**config.mk**
```make
export PLATFORM = sky130hd
export DESIGN_NAME = ptm_timer
export DESIGN_NICKNAME = d
export VERILOG_FILES = /design/src/common/ptm_pkg.sv /design/src/hw/ptm_timer.sv
export VERILOG_INCLUDE_DIRS = /design/src /design/src/common
export SDC_FILE = /design/constraint.sdc
export NUM_CORES = 1
export LEC_CHECK = 0
export ABC_AREA = 1
export BUFFER_PORTS_ARGS = -buffer_cell sky130_fd_sc_hd__buf_2
export CORE_MARGIN = 5
export CORE_UTILIZATION = 60
export CTS_BUF_LIST = sky130_fd_sc_hd__clkbuf_4
export DETAILED_ROUTE_END_ITERATION = 8
export GPL_TIMING_DRIVEN = 0
export HOLD_SLACK_MARGIN = 0.12
export PLACE_DENSITY = 0.95
export SKIP_CTS_REPAIR_TIMING = 1
export SLEW_MARGIN = 20
export SYNTH_ARGS = -nofsm -noshare
export SYNTH_HDL_FRONTEND = slang
export SYNTH_SLANG_ARGS = --single-unit
```
**constraint.sdc**
```tcl
create_clock -name hclk -period 4 [get_ports hclk]
set_input_delay 0.8 -clock hclk [delete_from_list [all_inputs] [get_ports hclk]]
set_output_delay 0.8 -clock hclk [all_outputs]
set_load 0.03 [all_outputs]
```
**src/common/ptm_map.svh**
```systemverilog
`ifndef PTM_MAP_SVH
`define PTM_MAP_SVH
// ----------------------------------------
// register byte addresses
// ----------------------------------------
`define PTM_A_CTRL0   8'h00
`define PTM_A_CTRL1   8'h04
`define PTM_A_CNT_LO  8'h08
`define PTM_A_CNT_HI  8'h0c
`define PTM_A_CMPA_LO 8'h10
`define PTM_A_CMPA_HI 8'h14
`define PTM_A_PER_LO  8'h18
`define PTM_A_PER_HI  8'h1c
`define PTM_A_STATUS  8'h20
// ----------------------------------------
// field positions
// ----------------------------------------
`define PTM_B_RUN     3
`define PTM_B_EDGE    4
`define PTM_B_MODE    7:6
`define PTM_B_IO      5:4
`define PTM_B_OC      3
`define PTM_B_INV     2
`define PTM_B_CCLR    0
`define PTM_B_FLAG_A  0
`define PTM_B_FLAG_P  1
`define PTM_B_LO      7:0
`define PTM_B_HI      9:8
// ----------------------------------------
// values
// ----------------------------------------
`define PTM_CNT_MAX   10'h3ff
`define PTM_ZERO10    10'h000
`define PTM_ONE10     10'h001
`define PTM_IO_KEEP   2'h0
`define PTM_IO_SINGLE 2'h3
`define PTM_IO_PWM    2'h2
`define PTM_IO_LOW    2'h1
`define PTM_IO_HIGH   2'h2
`define PTM_IO_TOGGLE 2'h3
`define PTM_MODE_CMP  2'h0
`define PTM_MODE_PWM  2'h2
`define PTM_MODE_TMR  2'h3
`endif

```
**src/common/ptm_pkg.sv**
```systemverilog
package ptm_pkg;
   typedef logic [9:0] ptm_cnt_t;
   typedef struct packed {
      logic        wr_pend;
      logic [7:0]  wadr;
      logic [31:0] rdata;
      logic        ready;
      logic        resp;
      logic [1:0]  mode;
      logic [1:0]  io;
      logic        oc;
      logic        inv;
      logic        cclr;
      logic        edge_fall;
      logic        run;
      logic        run_d;
      ptm_cnt_t    cnt;
      ptm_cnt_t    cmpa;
      ptm_cnt_t    per;
      logic        flag_a;
      logic        flag_p;
      logic        lvl;
      logic        pout;
      logic        poe_n;
      logic [2:0]  ext_sync;
   } ptm_state_s;
endpackage : ptm_pkg

```
**src/hw/ptm_timer.sv**
```systemverilog
`timescale 1ns/1ns
`include "ptm_map.svh"
module ptm_timer
   import ptm_pkg::*;
(
   input  wire logic        hclk,
   input  wire logic        hresetn,
   input  wire logic        hsel,
   input  wire logic [31:0] haddr,
   input  wire logic [1:0]  htrans,
   input  wire logic        hwrite,
   input  wire logic [2:0]  hsize,
   input  wire logic [31:0] hwdata,
   input  wire logic        hready,
   output logic      [31:0] hrdata,
   output logic             hreadyout,
   output logic             hresp,
   input  wire logic        ext_clk_pin,
   output logic             timer_pin_out,
   output logic             timer_pin_oe_n,
   output logic             match_a_flag,
   output logic             match_p_flag
);
   // ----------------------------------------
   // state
   // ----------------------------------------
   ptm_state_s s_r;
   ptm_state_s s_nxt;

   logic     cmp_like;
   logic     pwm_mode;
   logic     sp_mode;
   ptm_cnt_t cnt_inc;
   logic     ticking;
   logic     a_hit;
   logic     p_hit;
   logic     wrap;
   logic     ext_edge;
   logic     pwm_act;
   logic     run_rise;
   logic     set_a;
   logic     set_p;

   always_comb begin
      cmp_like = (s_r.mode == `PTM_MODE_CMP) || (s_r.mode == `PTM_MODE_TMR);
      pwm_mode = (s_r.mode == `PTM_MODE_PWM) && (s_r.io != `PTM_IO_SINGLE);
      sp_mode  = (s_r.mode == `PTM_MODE_PWM) && (s_r.io == `PTM_IO_SINGLE);
      cnt_inc  = ptm_cnt_t'(s_r.cnt + `PTM_ONE10);
      run_rise = s_r.run && !s_r.run_d;
      ticking  = s_r.run && !run_rise;
      wrap     = ticking && (s_r.cnt == `PTM_CNT_MAX);
      a_hit    = ticking && (s_r.cmpa != `PTM_ZERO10) && (cnt_inc == s_r.cmpa);
      p_hit    = ticking && ((s_r.per == `PTM_ZERO10) ? wrap
                                                      : (cnt_inc == s_r.per));
      ext_edge = s_r.edge_fall ? (s_r.ext_sync[2] && !s_r.ext_sync[1])
                               : (!s_r.ext_sync[2] && s_r.ext_sync[1]);
      pwm_act  = ((s_r.per != `PTM_ZERO10) && (s_r.cmpa >= s_r.per))
                 || (s_r.cnt < s_r.cmpa);
      // hardware flag sets, mode 01 raises none
      set_a    = a_hit && (cmp_like || pwm_mode || sp_mode);
      set_p    = p_hit && ((cmp_like && !s_r.cclr) || pwm_mode);
   end

   always_comb begin
      s_nxt          = s_r;
      s_nxt.ready    = 1'b1;
      s_nxt.resp     = 1'b0;
      s_nxt.ext_sync = {s_r.ext_sync[1:0], ext_clk_pin};
      s_nxt.run_d    = s_r.run;
      // ----------------------------------------
      // counter and flags
      // ----------------------------------------
      if (run_rise) begin
         s_nxt.cnt = `PTM_ZERO10;
         s_nxt.lvl = s_r.oc;
      end else if (ticking) begin
         s_nxt.cnt = cnt_inc;
         if (cmp_like) begin
            if (!s_r.cclr) begin
               if (p_hit) s_nxt.cnt = `PTM_ZERO10;
               s_nxt.flag_a = s_r.flag_a | a_hit;
               s_nxt.flag_p = s_r.flag_p | p_hit;
            end else begin
               if (a_hit) s_nxt.cnt = `PTM_ZERO10;
               s_nxt.flag_a = s_r.flag_a | a_hit;
            end
            if (a_hit && s_r.mode == `PTM_MODE_CMP) begin
               unique case (s_r.io)
                  `PTM_IO_KEEP:   s_nxt.lvl = s_r.lvl;
                  `PTM_IO_LOW:    s_nxt.lvl = 1'b0;
                  `PTM_IO_HIGH:   s_nxt.lvl = 1'b1;
                  `PTM_IO_TOGGLE: s_nxt.lvl = !s_r.lvl;
               endcase
            end
         end else if (pwm_mode) begin
            if (p_hit) s_nxt.cnt = `PTM_ZERO10;
            s_nxt.flag_a = s_r.flag_a | a_hit;
            s_nxt.flag_p = s_r.flag_p | p_hit;
         end else if (sp_mode) begin
            if (a_hit) begin
               s_nxt.run    = 1'b0;
               s_nxt.flag_a = s_r.flag_a | 1'b1;
            end
         end
      end
      if (sp_mode && ext_edge && !s_r.run) s_nxt.run = 1'b1;
      // ----------------------------------------
      // bus data phase: write
      // ----------------------------------------
      s_nxt.wr_pend = 1'b0;
      if (s_r.wr_pend) begin
         unique case (s_r.wadr)
            `PTM_A_CTRL0: begin
               s_nxt.run       = hwdata[`PTM_B_RUN];
               s_nxt.edge_fall = hwdata[`PTM_B_EDGE];
            end
            `PTM_A_CTRL1: begin
               s_nxt.mode = hwdata[`PTM_B_MODE];
               s_nxt.io   = hwdata[`PTM_B_IO];
               s_nxt.oc   = hwdata[`PTM_B_OC];
               s_nxt.inv  = hwdata[`PTM_B_INV];
               s_nxt.cclr = hwdata[`PTM_B_CCLR];
            end
            `PTM_A_CMPA_LO: s_nxt.cmpa[`PTM_B_LO] = hwdata[7:0];
            `PTM_A_CMPA_HI: s_nxt.cmpa[`PTM_B_HI] = hwdata[1:0];
            `PTM_A_PER_LO:  s_nxt.per[`PTM_B_LO]  = hwdata[7:0];
            `PTM_A_PER_HI:  s_nxt.per[`PTM_B_HI]  = hwdata[1:0];
            `PTM_A_STATUS: begin
               // hardware set in this cycle wins over the clear
               s_nxt.flag_a = (s_r.flag_a & !hwdata[`PTM_B_FLAG_A]) | set_a;
               s_nxt.flag_p = (s_r.flag_p & !hwdata[`PTM_B_FLAG_P]) | set_p;
            end
            default: ;
         endcase
      end
      // ----------------------------------------
      // bus address phase
      // ----------------------------------------
      if (hsel && htrans[1] && hready) begin
         s_nxt.wr_pend = hwrite;
         s_nxt.wadr    = haddr[7:0];
         s_nxt.rdata   = 32'h0000_0000;
         if (!hwrite) begin
            unique case (haddr[7:0])
               `PTM_A_CTRL0: begin
                  s_nxt.rdata[`PTM_B_RUN]  = s_r.run;
                  s_nxt.rdata[`PTM_B_EDGE] = s_r.edge_fall;
               end
               `PTM_A_CTRL1:   s_nxt.rdata[7:0] = {s_r.mode, s_r.io, s_r.oc, s_r.inv,
                                                   1'b0, s_r.cclr};
               `PTM_A_CNT_LO:  s_nxt.rdata[7:0] = s_r.cnt[`PTM_B_LO];
               `PTM_A_CNT_HI:  s_nxt.rdata[1:0] = s_r.cnt[`PTM_B_HI];
               `PTM_A_CMPA_LO: s_nxt.rdata[7:0] = s_r.cmpa[`PTM_B_LO];
               `PTM_A_CMPA_HI: s_nxt.rdata[1:0] = s_r.cmpa[`PTM_B_HI];
               `PTM_A_PER_LO:  s_nxt.rdata[7:0] = s_r.per[`PTM_B_LO];
               `PTM_A_PER_HI:  s_nxt.rdata[1:0] = s_r.per[`PTM_B_HI];
               `PTM_A_STATUS:  s_nxt.rdata[1:0] = {s_r.flag_p, s_r.flag_a};
               default: ;
            endcase
         end
      end
      // ----------------------------------------
      // pin
      // ----------------------------------------
      if (pwm_mode) begin
         unique case (s_r.io)
            `PTM_IO_KEEP: s_nxt.lvl = !s_r.oc;
            `PTM_IO_LOW: s_nxt.lvl = s_r.oc;
            default:     s_nxt.lvl = pwm_act ? s_r.oc : !s_r.oc;
         endcase
      end else if (sp_mode) begin
         s_nxt.lvl = s_nxt.run ? s_r.oc : !s_r.oc;
      end
      s_nxt.pout  = s_nxt.lvl ^ s_nxt.inv;
      s_nxt.poe_n = (s_nxt.mode == `PTM_MODE_TMR);
   end

   always_ff @(posedge hclk or negedge hresetn) begin
      if (!hresetn) begin
         s_r <= '0;
      end else begin
         s_r <= s_nxt;
      end
   end

   assign hrdata         = s_r.rdata;
   assign hreadyout      = s_r.ready;
   assign hresp          = s_r.resp;
   assign timer_pin_out  = s_r.pout;
   assign timer_pin_oe_n = s_r.poe_n;
   assign match_a_flag   = s_r.flag_a;
   assign match_p_flag   = s_r.flag_p;
endmodule : ptm_timer

```
==> qor.txt, run 1 <==
Status = completed
CTS H-Tree Depth = 3
Initial Util = 0.618
Pre-Repair DR Iteration Count = 5
# rows = 31
Kind of critical path = reg -> reg
Worst hold slack = 0.368 ns
HPWL Detailed = 9.74 mm
GRT Total Usage = 0.287
Via Count = 4394
Period utilisation layout = 0.645
Final Max Slew Viols = 0
Area grow syn2layout = 11.7%
Die Wd = 96.4 um
Register area share after synthesis = 0.369
Top FF cell, synth = dfrtp_1
R2R Path Start = s_r[28]
Synth area leader = dfrtp_1
Initial antenna violation count = 0
Num ports = 113
Gate Count Post-Synth = 613
LEAKAGE = 2.79 nW
Slew @ Worst Pin = 0.826 ns
Initial DRC count = 459
Synth Register Bits = 66
Max Fclk = 387 MHz
Final setup margin = 1.42 ns
Post-place setup slack = 1.53 ns
Reg power frac = 0.463
Clk_skew = 0.0263 ns
RR Endpoint = timer_pin_out
Hold Path End = s_nxt[2]
Final core utilization = 0.690
Worst-Skew Late Latency = 0.43 ns
Power, Total = 0.00180 W
TritonCTS buffer count = 9
Clock Sinks = 66
Diodes inserted = 0
Post-synth top area share = 0.369
Clock Power Share = 0.253
# setup viols final = 0
Relative slew slack = 0.449
DRT antenna net count = 0
Largest net degree at the start of global routing = 67
Nets = 782
DR WL/cell = 15.7 um
Worst min-delay path class = reg -> reg
Final setup TNS = 0 ns
Hold path start = s_nxt[1]
Yosys cell types = 36
Avg Cell Area, Syn = 7.31 um^2
Worst R2R Setup Slack = 1.42 ns
Vias in the first global route = 4319
Root Buffer = clkbuf_4
Crit. End Element = flop
Height of the die = 96.4 um
CTS tree = built
Sw frac = 0.391
CP Launch Type = flop
Port buffer count = 35
Internal power = 0.00109 W
Power Density = 359 mW/mm^2
Hold depth = 0
Post-synth ARST share = 1.00
Commonest cells in the netlist = nand2_1 (147), inv_1 (87), dfrtp_1 (66)
DIE AREA = 0.00930 mm^2
Most frequent cell after synthesis = nand2_1
Mapped cell area = 0.00448 mm^2
Layout cell share with drive strength beyond 1 = 0.150
RSZ-0062 raised after global routing = false
Peak supply drop = 0.320 mV
CP Data Required Time = 4.31 ns
Path depth of the worst reg2reg path = 19
Crit path DAT = 2.90 ns
Post-detailed-route DRC marker count = 0
GRT overflow = 0
EDFF count, synth = 0
CTS clk-pin slew, worst paths = 0.12 ns
Max-cap violations = 0
First-pass GRT wire length = 20.4 mm
Vias per cell = 5.59
Core area = 0.00725 mm^2
CP max FO = 5
Clock tree buffer depth = 2
Synth area leaders = dfrtp_1 (37%), nand2_1 (12%), inv_1 (7.3%)
Synth warnings = 0
Tmin final = 2.58 ns
Final Hold Fails = 0
Routability Congestion = 1.00
Comb power frac = 0.285
Net switching power = 0.000702 W
WL final = 12.4 mm
[metrics by stage]
step	instances	area, um^2
finish	786	5010
global route	786	5010
CTS	786	5010
detailed placement	771	4870
global placement	771	4870
floorplan	637	4570
[critical path, cell delays in order, from the launching register on]
cell and delay, ns:
dfrtp_1 0.47, ha_1 0.26, nand2_1 0.10, inv_2 0.07, nand2_2 0.09, nand2_1 0.13, nand2_1 0.09, nand2_1 0.06
nor2_1 0.14, nand3_1 0.13, nor2_4 0.20, nand3_2 0.12, nor2_1 0.13, nor2_1 0.06, nand2_1 0.05, nand2_1 0.05
nand2_1 0.11, nand3_2 0.09, nand2_1 0.07, nand2_1 0.05
[layout make-up]
cell class,count,area (um^2)
repair buffers,35,178
multi-input cells,440,2300
flip-flops and latches,66,1650
inverters,90,338
plain buffers,41,278
clock inverters,6,66.3
well taps,99,124
clock buffers,9,67.6
fillers,597,2250
[routing by layer]
layer | wire length, um | share of wire | GRT usage
met4 | 403 | 0.033 | 0.114
met3 | 1070 | 0.086 | 0.0473
met5 | 0 | 0 | 0
met1 | 4970 | 0.40 | 0.370
met2 | 5910 | 0.48 | 0.483
[worst max path at each step]
stage	startpoint	to	slack (ns)
floorplan	s_r[28]	timer_pin_out	1.99
detailed placement	s_r[28]	timer_pin_out	1.53
global placement	s_r[28]	timer_pin_out	1.61
finish	s_r[28]	timer_pin_out	1.42
CTS	s_r[28]	timer_pin_out	1.44
global route	s_r[28]	timer_pin_out	1.26
[kinds of logic after synthesis]
kind of cell	share of synthesized area
compound gates	0.140
xor+xnor	0.0117
fa+ha+maj	0.0670
buf+inv	0.137
flops	0.369
other cells	0.00168
simple gates	0.274
[power by group through the flow]
stage / registers, W / logic, W / clock network, W
floorplan: 0.000826 / 0.000352 / 0
global placement: 0.000832 / 0.000473 / 0
detailed placement: 0.000839 / 0.000499 / 0
CTS: 0.000826 / 0.000505 / 0.000454
global route: 0.000841 / 0.000576 / 0.000482
finish: 0.000832 / 0.000511 / 0.000454
[sequential cells by signal, indices dropped and copies added (netlist names)]
signal / cells
s_nxt: 3
hrdata: 8
match_a_flag: 1
hreadyout: 1
timer_pin_oe_n: 1
match_p_flag: 1
s_r: 50
timer_pin_out: 1
[cells in the final DEF, fill, tap and decap left out, types with 16 or more instances in the layout]
cell type and instances:
buf_2 34, buf_4 34, conb_1 26, dfrtp_1 66, ha_1 24, inv_1 87, nand2_1 147, nand3_1 29
nor2_1 51, o21ai_0 50, o22ai_1 16
(Power assumes the default switching activity.)
==> inputs of run 2 (changes only) <==
- CORE_UTILIZATION: 60 -> 50
- PLACE_DENSITY: 0.95 -> 0.89
- clock period: 4 -> 2.1 ns (I/O delays scaled with it)
==> qor.txt, run 2 (synthesized netlist as in run 1, its figures left out) <==
Power Density = 691 mW/mm^2 (+92%)
TritonCTS buffer count = 9 (unchanged)
Hold depth = 3 (+3)
Peak supply drop = 0.567 mV (+77%)
Critical-path cell list = buf_4 > nand3_1 > o21bai_1 > nand2_1 > xor2_1 > nor3_2 > nand3_1 > nand2_2 > nand3_2 > nand2_2 > nand2_4 > nand2_1 > o21ai_1
Die Wd = 105 um (+8.6%)
Clock Sinks = 66 (unchanged)
CP Launch Type = flop
Initial DRC count = 406 (-12%)
Hold Path End = s_r[83]
Diodes inserted = 0 (unchanged)
CTS clk-pin slew, worst paths = 0.13 ns (about the same)
CP peak stage delay = 0.42 ns (-0.05 ns)
Crit path DAT = 2.68 ns (-0.22 ns)
Initial Util = 0.514 (-0.104)
Routability Congestion = 0.982 (-1.9%)
Largest net degree at the start of global routing = 41 (-39%)
Period utilisation layout = 1.13 (+0.483)
Vias in the first global route = 4277 (-0.97%)
CP Data Required Time = 2.41 ns (-1.90 ns)
Dpl cell area = 0.00490 mm^2 (+0.64%)
Pre-Repair DR Iteration Count = 6 (+1)
RR Endpoint = s_r[29]
CTS tree = built
Area grow syn2layout = 17.1%
Power, Total = 0.00362 W (+100%)
Initial antenna violation count = 0 (unchanged)
Final setup margin = -0.270 ns (-1.69 ns)
Failing checks = negative setup slack
Num ports = 113 (unchanged)
Worst-Skew Late Latency = 0.44 ns (about the same)
Final Hold Fails = 0 (unchanged)
Kind of critical path = reg -> reg
Max-cap violations = 0 (unchanged)
Clock tree buffer depth = 2 (unchanged)
LEAKAGE = 2.89 nW (+3.3%)
CTS H-Tree Depth = 3 (unchanged)
HPWL Detailed = 9.78 mm (+0.35%)
First-pass GRT wire length = 20.6 mm (+1.1%)
Relative slew slack = 0.612 (+0.163)
WL final = 12.6 mm (+1.6%)
Slew @ Worst Pin = 0.582 ns (-0.245 ns)
Port buffer count = 35 (unchanged)
# rows = 34 (+9.7%)
Vias per cell = 5.47 (-2.1%)
DIE AREA = 0.0110 mm^2 (+18%)
Max FFs per register = 50 (unchanged)
Clk_skew = 0.0140 ns (-0.0123 ns)
Hold path start = haddr[1]
Fin area = 0.00525 mm^2 (+4.8%)
Via Count = 4421 (+0.61%)
Tmin final = 2.37 ns (-0.211 ns)
Commonest cells after routing, fill and taps aside = nand2_1 (139), inv_1 (87), dfrtp_1 (64)
Status = complete, but fails checks
R2R Path Start = s_r[29]
# setup viols final = 13 (+13)
Root Buffer = clkbuf_4
DRT antenna net count = 0 (unchanged)
Layout cell share with drive strength beyond 1 = 0.197 (+0.0472)
Final Max Slew Viols = 0 (unchanged)
Core area = 0.00872 mm^2 (+20%)
Crit. End Element = flop
Largest Register = s_r
Worst R2R Setup Slack = -0.27 ns (-1.69 ns)
Height of the die = 105 um (+8.6%)
Path depth of the worst reg2reg path = 13 (-6)
Worst min-delay path class = in -> reg
Nets = 794 (+1.5%)
Post-detailed-route DRC marker count = 0 (unchanged)
RSZ-0062 raised after global routing = true
CP max FO = 10 (+5)
Max stage delay cell, worst path = dfrtp_2
Max Fclk = 422 MHz (+8.9%)
DR WL/cell = 15.5 um (-1.1%)
GRT overflow = 0 (unchanged)
GRT Total Usage = 0.231 (-0.0566)
Most common cell after layout, fill and taps aside = nand2_1
## run 2: worst max path at each step
stage                 start             to  slack (ns)  cells past startpoint
floorplan           s_r[28]  timer_pin_out        0.09                     17
finish              s_r[29]        s_r[29]       -0.27                     13
global placement    s_r[28]        s_r[30]       -0.29                     16
global route        s_r[29]        s_r[33]       -0.40                     13
detailed placement  s_r[28]        s_r[33]       -0.35                     16
CTS                 s_r[28]        s_r[29]       -0.37                     16
## run 2: critical path, delay by kind of cell, from the launching register on
family | cells | cell delay (ns)
XOR/XNOR | 1 | 0.18
AO/OA/AOI/OAI | 2 | 0.35
AND/OR/NAND/NOR | 9 | 1.17
buffers and inverters | 1 | 0.12
flip-flops | 1 | 0.42
## run 2: cell type report
type | instances | area (um^2)
clock buffers | 9 | 67.6
clock inverters | 7 | 83.8
inverters | 90 | 345
repair buffers | 47 | 289
fillers | 785 | 3480
well taps | 108 | 135
multi-input cells | 440 | 2390
flip-flops and latches | 66 | 1650
plain buffers | 41 | 279
## run 2: through the flow
stage	hold slack [ns]	util	std cells	TNS (ns)	worst slack [ns]
floorplan	0.124	-	637	0	0.0898
global placement	0.335	0.560	780	-3.55	-0.293
detailed placement	0.341	0.562	781	-4.15	-0.349
CTS	-0.115	0.580	797	-4.51	-0.369
global route	0.188	0.601	808	-4.63	-0.403
finish	0.190	0.601	808	-2.99	-0.270
## run 2: routing by layer
metal / GRT usage / wire length (um)
met4: 0.106 / 548
met2: 0.377 / 5840
met1: 0.296 / 5050
met3: 0.0438 / 1120
met5: 0 / 0
## run 2: report_power, final
group          internal, W  leakage, nW  switching, W  total, W
Sequential         0.00142        0.765      0.000170   0.00159
Clock             0.000382       0.0790      0.000567  0.000949
Combinational     0.000394         2.04      0.000694   0.00109
Total              0.00219         2.89       0.00143   0.00362
==> inputs of run 3 (changes only) <==
- CELL_PAD_IN_SITES_DETAIL_PLACEMENT: default -> 0
- CELL_PAD_IN_SITES_GLOBAL_PLACEMENT: default -> 1
- CORE_UTILIZATION: 50 -> 36
- PLACE_DENSITY: 0.89 -> 0.9
==> qor.txt, run 3 (synthesized netlist as in run 1, its figures left out) <==
Max-cap violations = 0 (unchanged)
Worst R2R Setup Slack = -0.21 ns (+0.06 ns)
Final setup margin = -0.211 ns (+0.0594 ns)
Largest Register = s_r
Tmin final = 2.31 ns (-0.0594 ns)
Initial antenna violation count = 0 (unchanged)
Diodes inserted = 0 (unchanged)
Final setup TNS = -2.18 ns (+0.805 ns)
Commonest cells after routing, fill and taps aside = nand2_1 (140), inv_1 (87), dfrtp_1 (60)
RR Endpoint = timer_pin_out
CTS H-Tree Depth = 3 (unchanged)
CP Data Required Time = 2.42 ns (about the same)
Vias in the first global route = 4153 (-2.9%)
Path depth of the worst reg2reg path = 18 (+5)
CTS clk-pin slew, worst paths = 0.13 ns (about the same)
Final core utilization = 0.443 (-0.158)
CTS tree = built
Dpl cell area = 0.00499 mm^2 (+1.7%)
Clock tree buffer depth = 2 (unchanged)
Fin area = 0.00537 mm^2 (+2.4%)
Post-detailed-route DRC marker count = 0 (unchanged)
Final Max Slew Viols = 0 (unchanged)
Critical path endpoint = timer_pin_out
Layout cell share with drive strength beyond 1 = 0.199 (+0.00228)
Initial DRC count = 242 (-40%)
GRT Total Usage = 0.173 (-0.0572)
DIE AREA = 0.0148 mm^2 (+35%)
DR WL/cell = 15.1 um (-2.9%)
Worst min-delay path class = in -> reg
GRT overflow = 0 (unchanged)
Initial Util = 0.370 (-0.144)
DRT antenna net count = 0 (unchanged)
Height of the die = 122 um (+16%)
LEAKAGE = 2.90 nW (+0.59%)
Kind of critical path = reg -> reg
Num ports = 113 (unchanged)
Most common cell after layout, fill and taps aside = nand2_1
Period utilisation layout = 1.10 (-0.0283)
WL final = 13.1 mm (+4.0%)
Routability Congestion = 0.955 (-2.8%)
Clk_skew = 0.0192 ns (+0.00519 ns)
Port buffer count = 35 (unchanged)
Crit path DAT = 2.63 ns (-0.05 ns)
Clock Sinks = 66 (unchanged)
Power, Total = 0.00379 W (+4.7%)
CP max FO = 5 (-5)
Nets = 791 (-0.38%)
Layout fillers = 1280 (+63%)
HPWL Detailed = 10.0 mm (+2.6%)
# setup viols final = 13 (unchanged)
CP Launch Type = flop
Critical-path cell list = ha_4 > nand2_4 > inv_4 > nand2_4 > o21ai_4 > nand2_1 > nand2_1 > nand3_2 > nor2_4 > nand3_2 > nor2_2 > nor2_1 > nand2_1 > nand2_1 > nand2_2 > nand3_2 > nand2_1 > nand2_1
First-pass GRT wire length = 20.3 mm (-1.4%)
Peak supply drop = 0.508 mV (-10%)
# rows = 40 (+18%)
Final Hold Fails = 0 (unchanged)
Worst-Skew Late Latency = 0.43 ns (about the same)
Pre-Repair DR Iteration Count = 5 (-1)
Relative slew slack = 0.605 (-0.00736)
Power Density = 706 mW/mm^2 (+2.2%)
Core area = 0.0121 mm^2 (+39%)
CP peak stage delay = 0.47 ns (+0.05 ns)
Failing checks = negative setup slack
Via Count = 4321 (-2.3%)
RSZ-0062 raised after global routing = true
Status = complete, but fails checks
Crit. End Element = flop
Max Fclk = 433 MHz (+2.6%)
R2R Path Start = s_r[28]
Vias per cell = 5.00 (-8.7%)
Root Buffer = clkbuf_4
Largest net degree at the start of global routing = 48 (+17%)
Area grow syn2layout = 19.8%
Max FFs per register = 50 (unchanged)
Die Wd = 122 um (+16%)
TritonCTS buffer count = 9 (unchanged)
Slew @ Worst Pin = 0.593 ns (+0.0110 ns)
Most used cell, CP = nand2_1
CP Launch Point = s_r[28]
Max stage delay cell, worst path = dfrtp_2
[run 3: metrics by stage]
| stage | worst slack [ns] | instances | hold WS (ns) |
|---|---|---|---|
| after floorplan | 0.0898 | 637 | 0.124 |
| after global placement | -0.329 | 840 | 0.334 |
| after detailed placement | -0.375 | 841 | 0.328 |
| after global routing | -0.338 | 865 | 0.195 |
| final | -0.211 | 865 | 0.202 |
| after CTS | -0.403 | 857 | -0.144 |
[run 3: per-layer routing]
layer	GRT usage	wire, um	share of wire	vias up
li1	-	-	-	2100
met1	0.230	5790	0.44	2027
met5	0	0	0	-
met4	0.0714	465	0.036	0
met2	0.279	6020	0.46	160
met3	0.0306	784	0.060	34
[run 3: worst min-delay path by stage]
stage,start,endpoint,slack [ns],depth (start not counted)
finish,haddr[0],s_r[82],0.20,3
global route,haddr[0],s_r[82],0.19,3
CTS,hresetn,s_r[34],-0.14,1
detailed placement,hresetn,s_r[86],0.33,1
floorplan,hresetn,hrdata[0],0.12,0
global placement,s_nxt[1],s_nxt[2],0.33,0
[run 3: cell type report]
type / instances / area [um^2] / area share
inverter: 90 / 343 / 0.0639
timing repair buffer: 45 / 278 / 0.0517
buffer: 40 / 275 / 0.0513
sequential: 66 / 1660 / 0.309
tap: 168 / 210 / 0.0392
clock buffer: 9 / 67.6 / 0.0126
clock inverter: 7 / 116 / 0.0217
multi-input combinational: 440 / 2420 / 0.451
[run 3: critical path: cells and delay by family, from the launching register on]
family	cells	cell delay, ns
AO/OA/AOI/OAI	1	0.16
flip-flops	1	0.47
AND/OR/NAND/NOR	15	1.29
buffers and inverters	1	0.09
adder cells (fa/ha/maj)	1	0.18
[run 3: where the power goes]
group | switching (W) | internal, W
Clock | 0.000520 | 0.000602
Combinational | 0.000681 | 0.000381
Sequential | 0.000189 | 0.00142
Total | 0.00139 | 0.00240
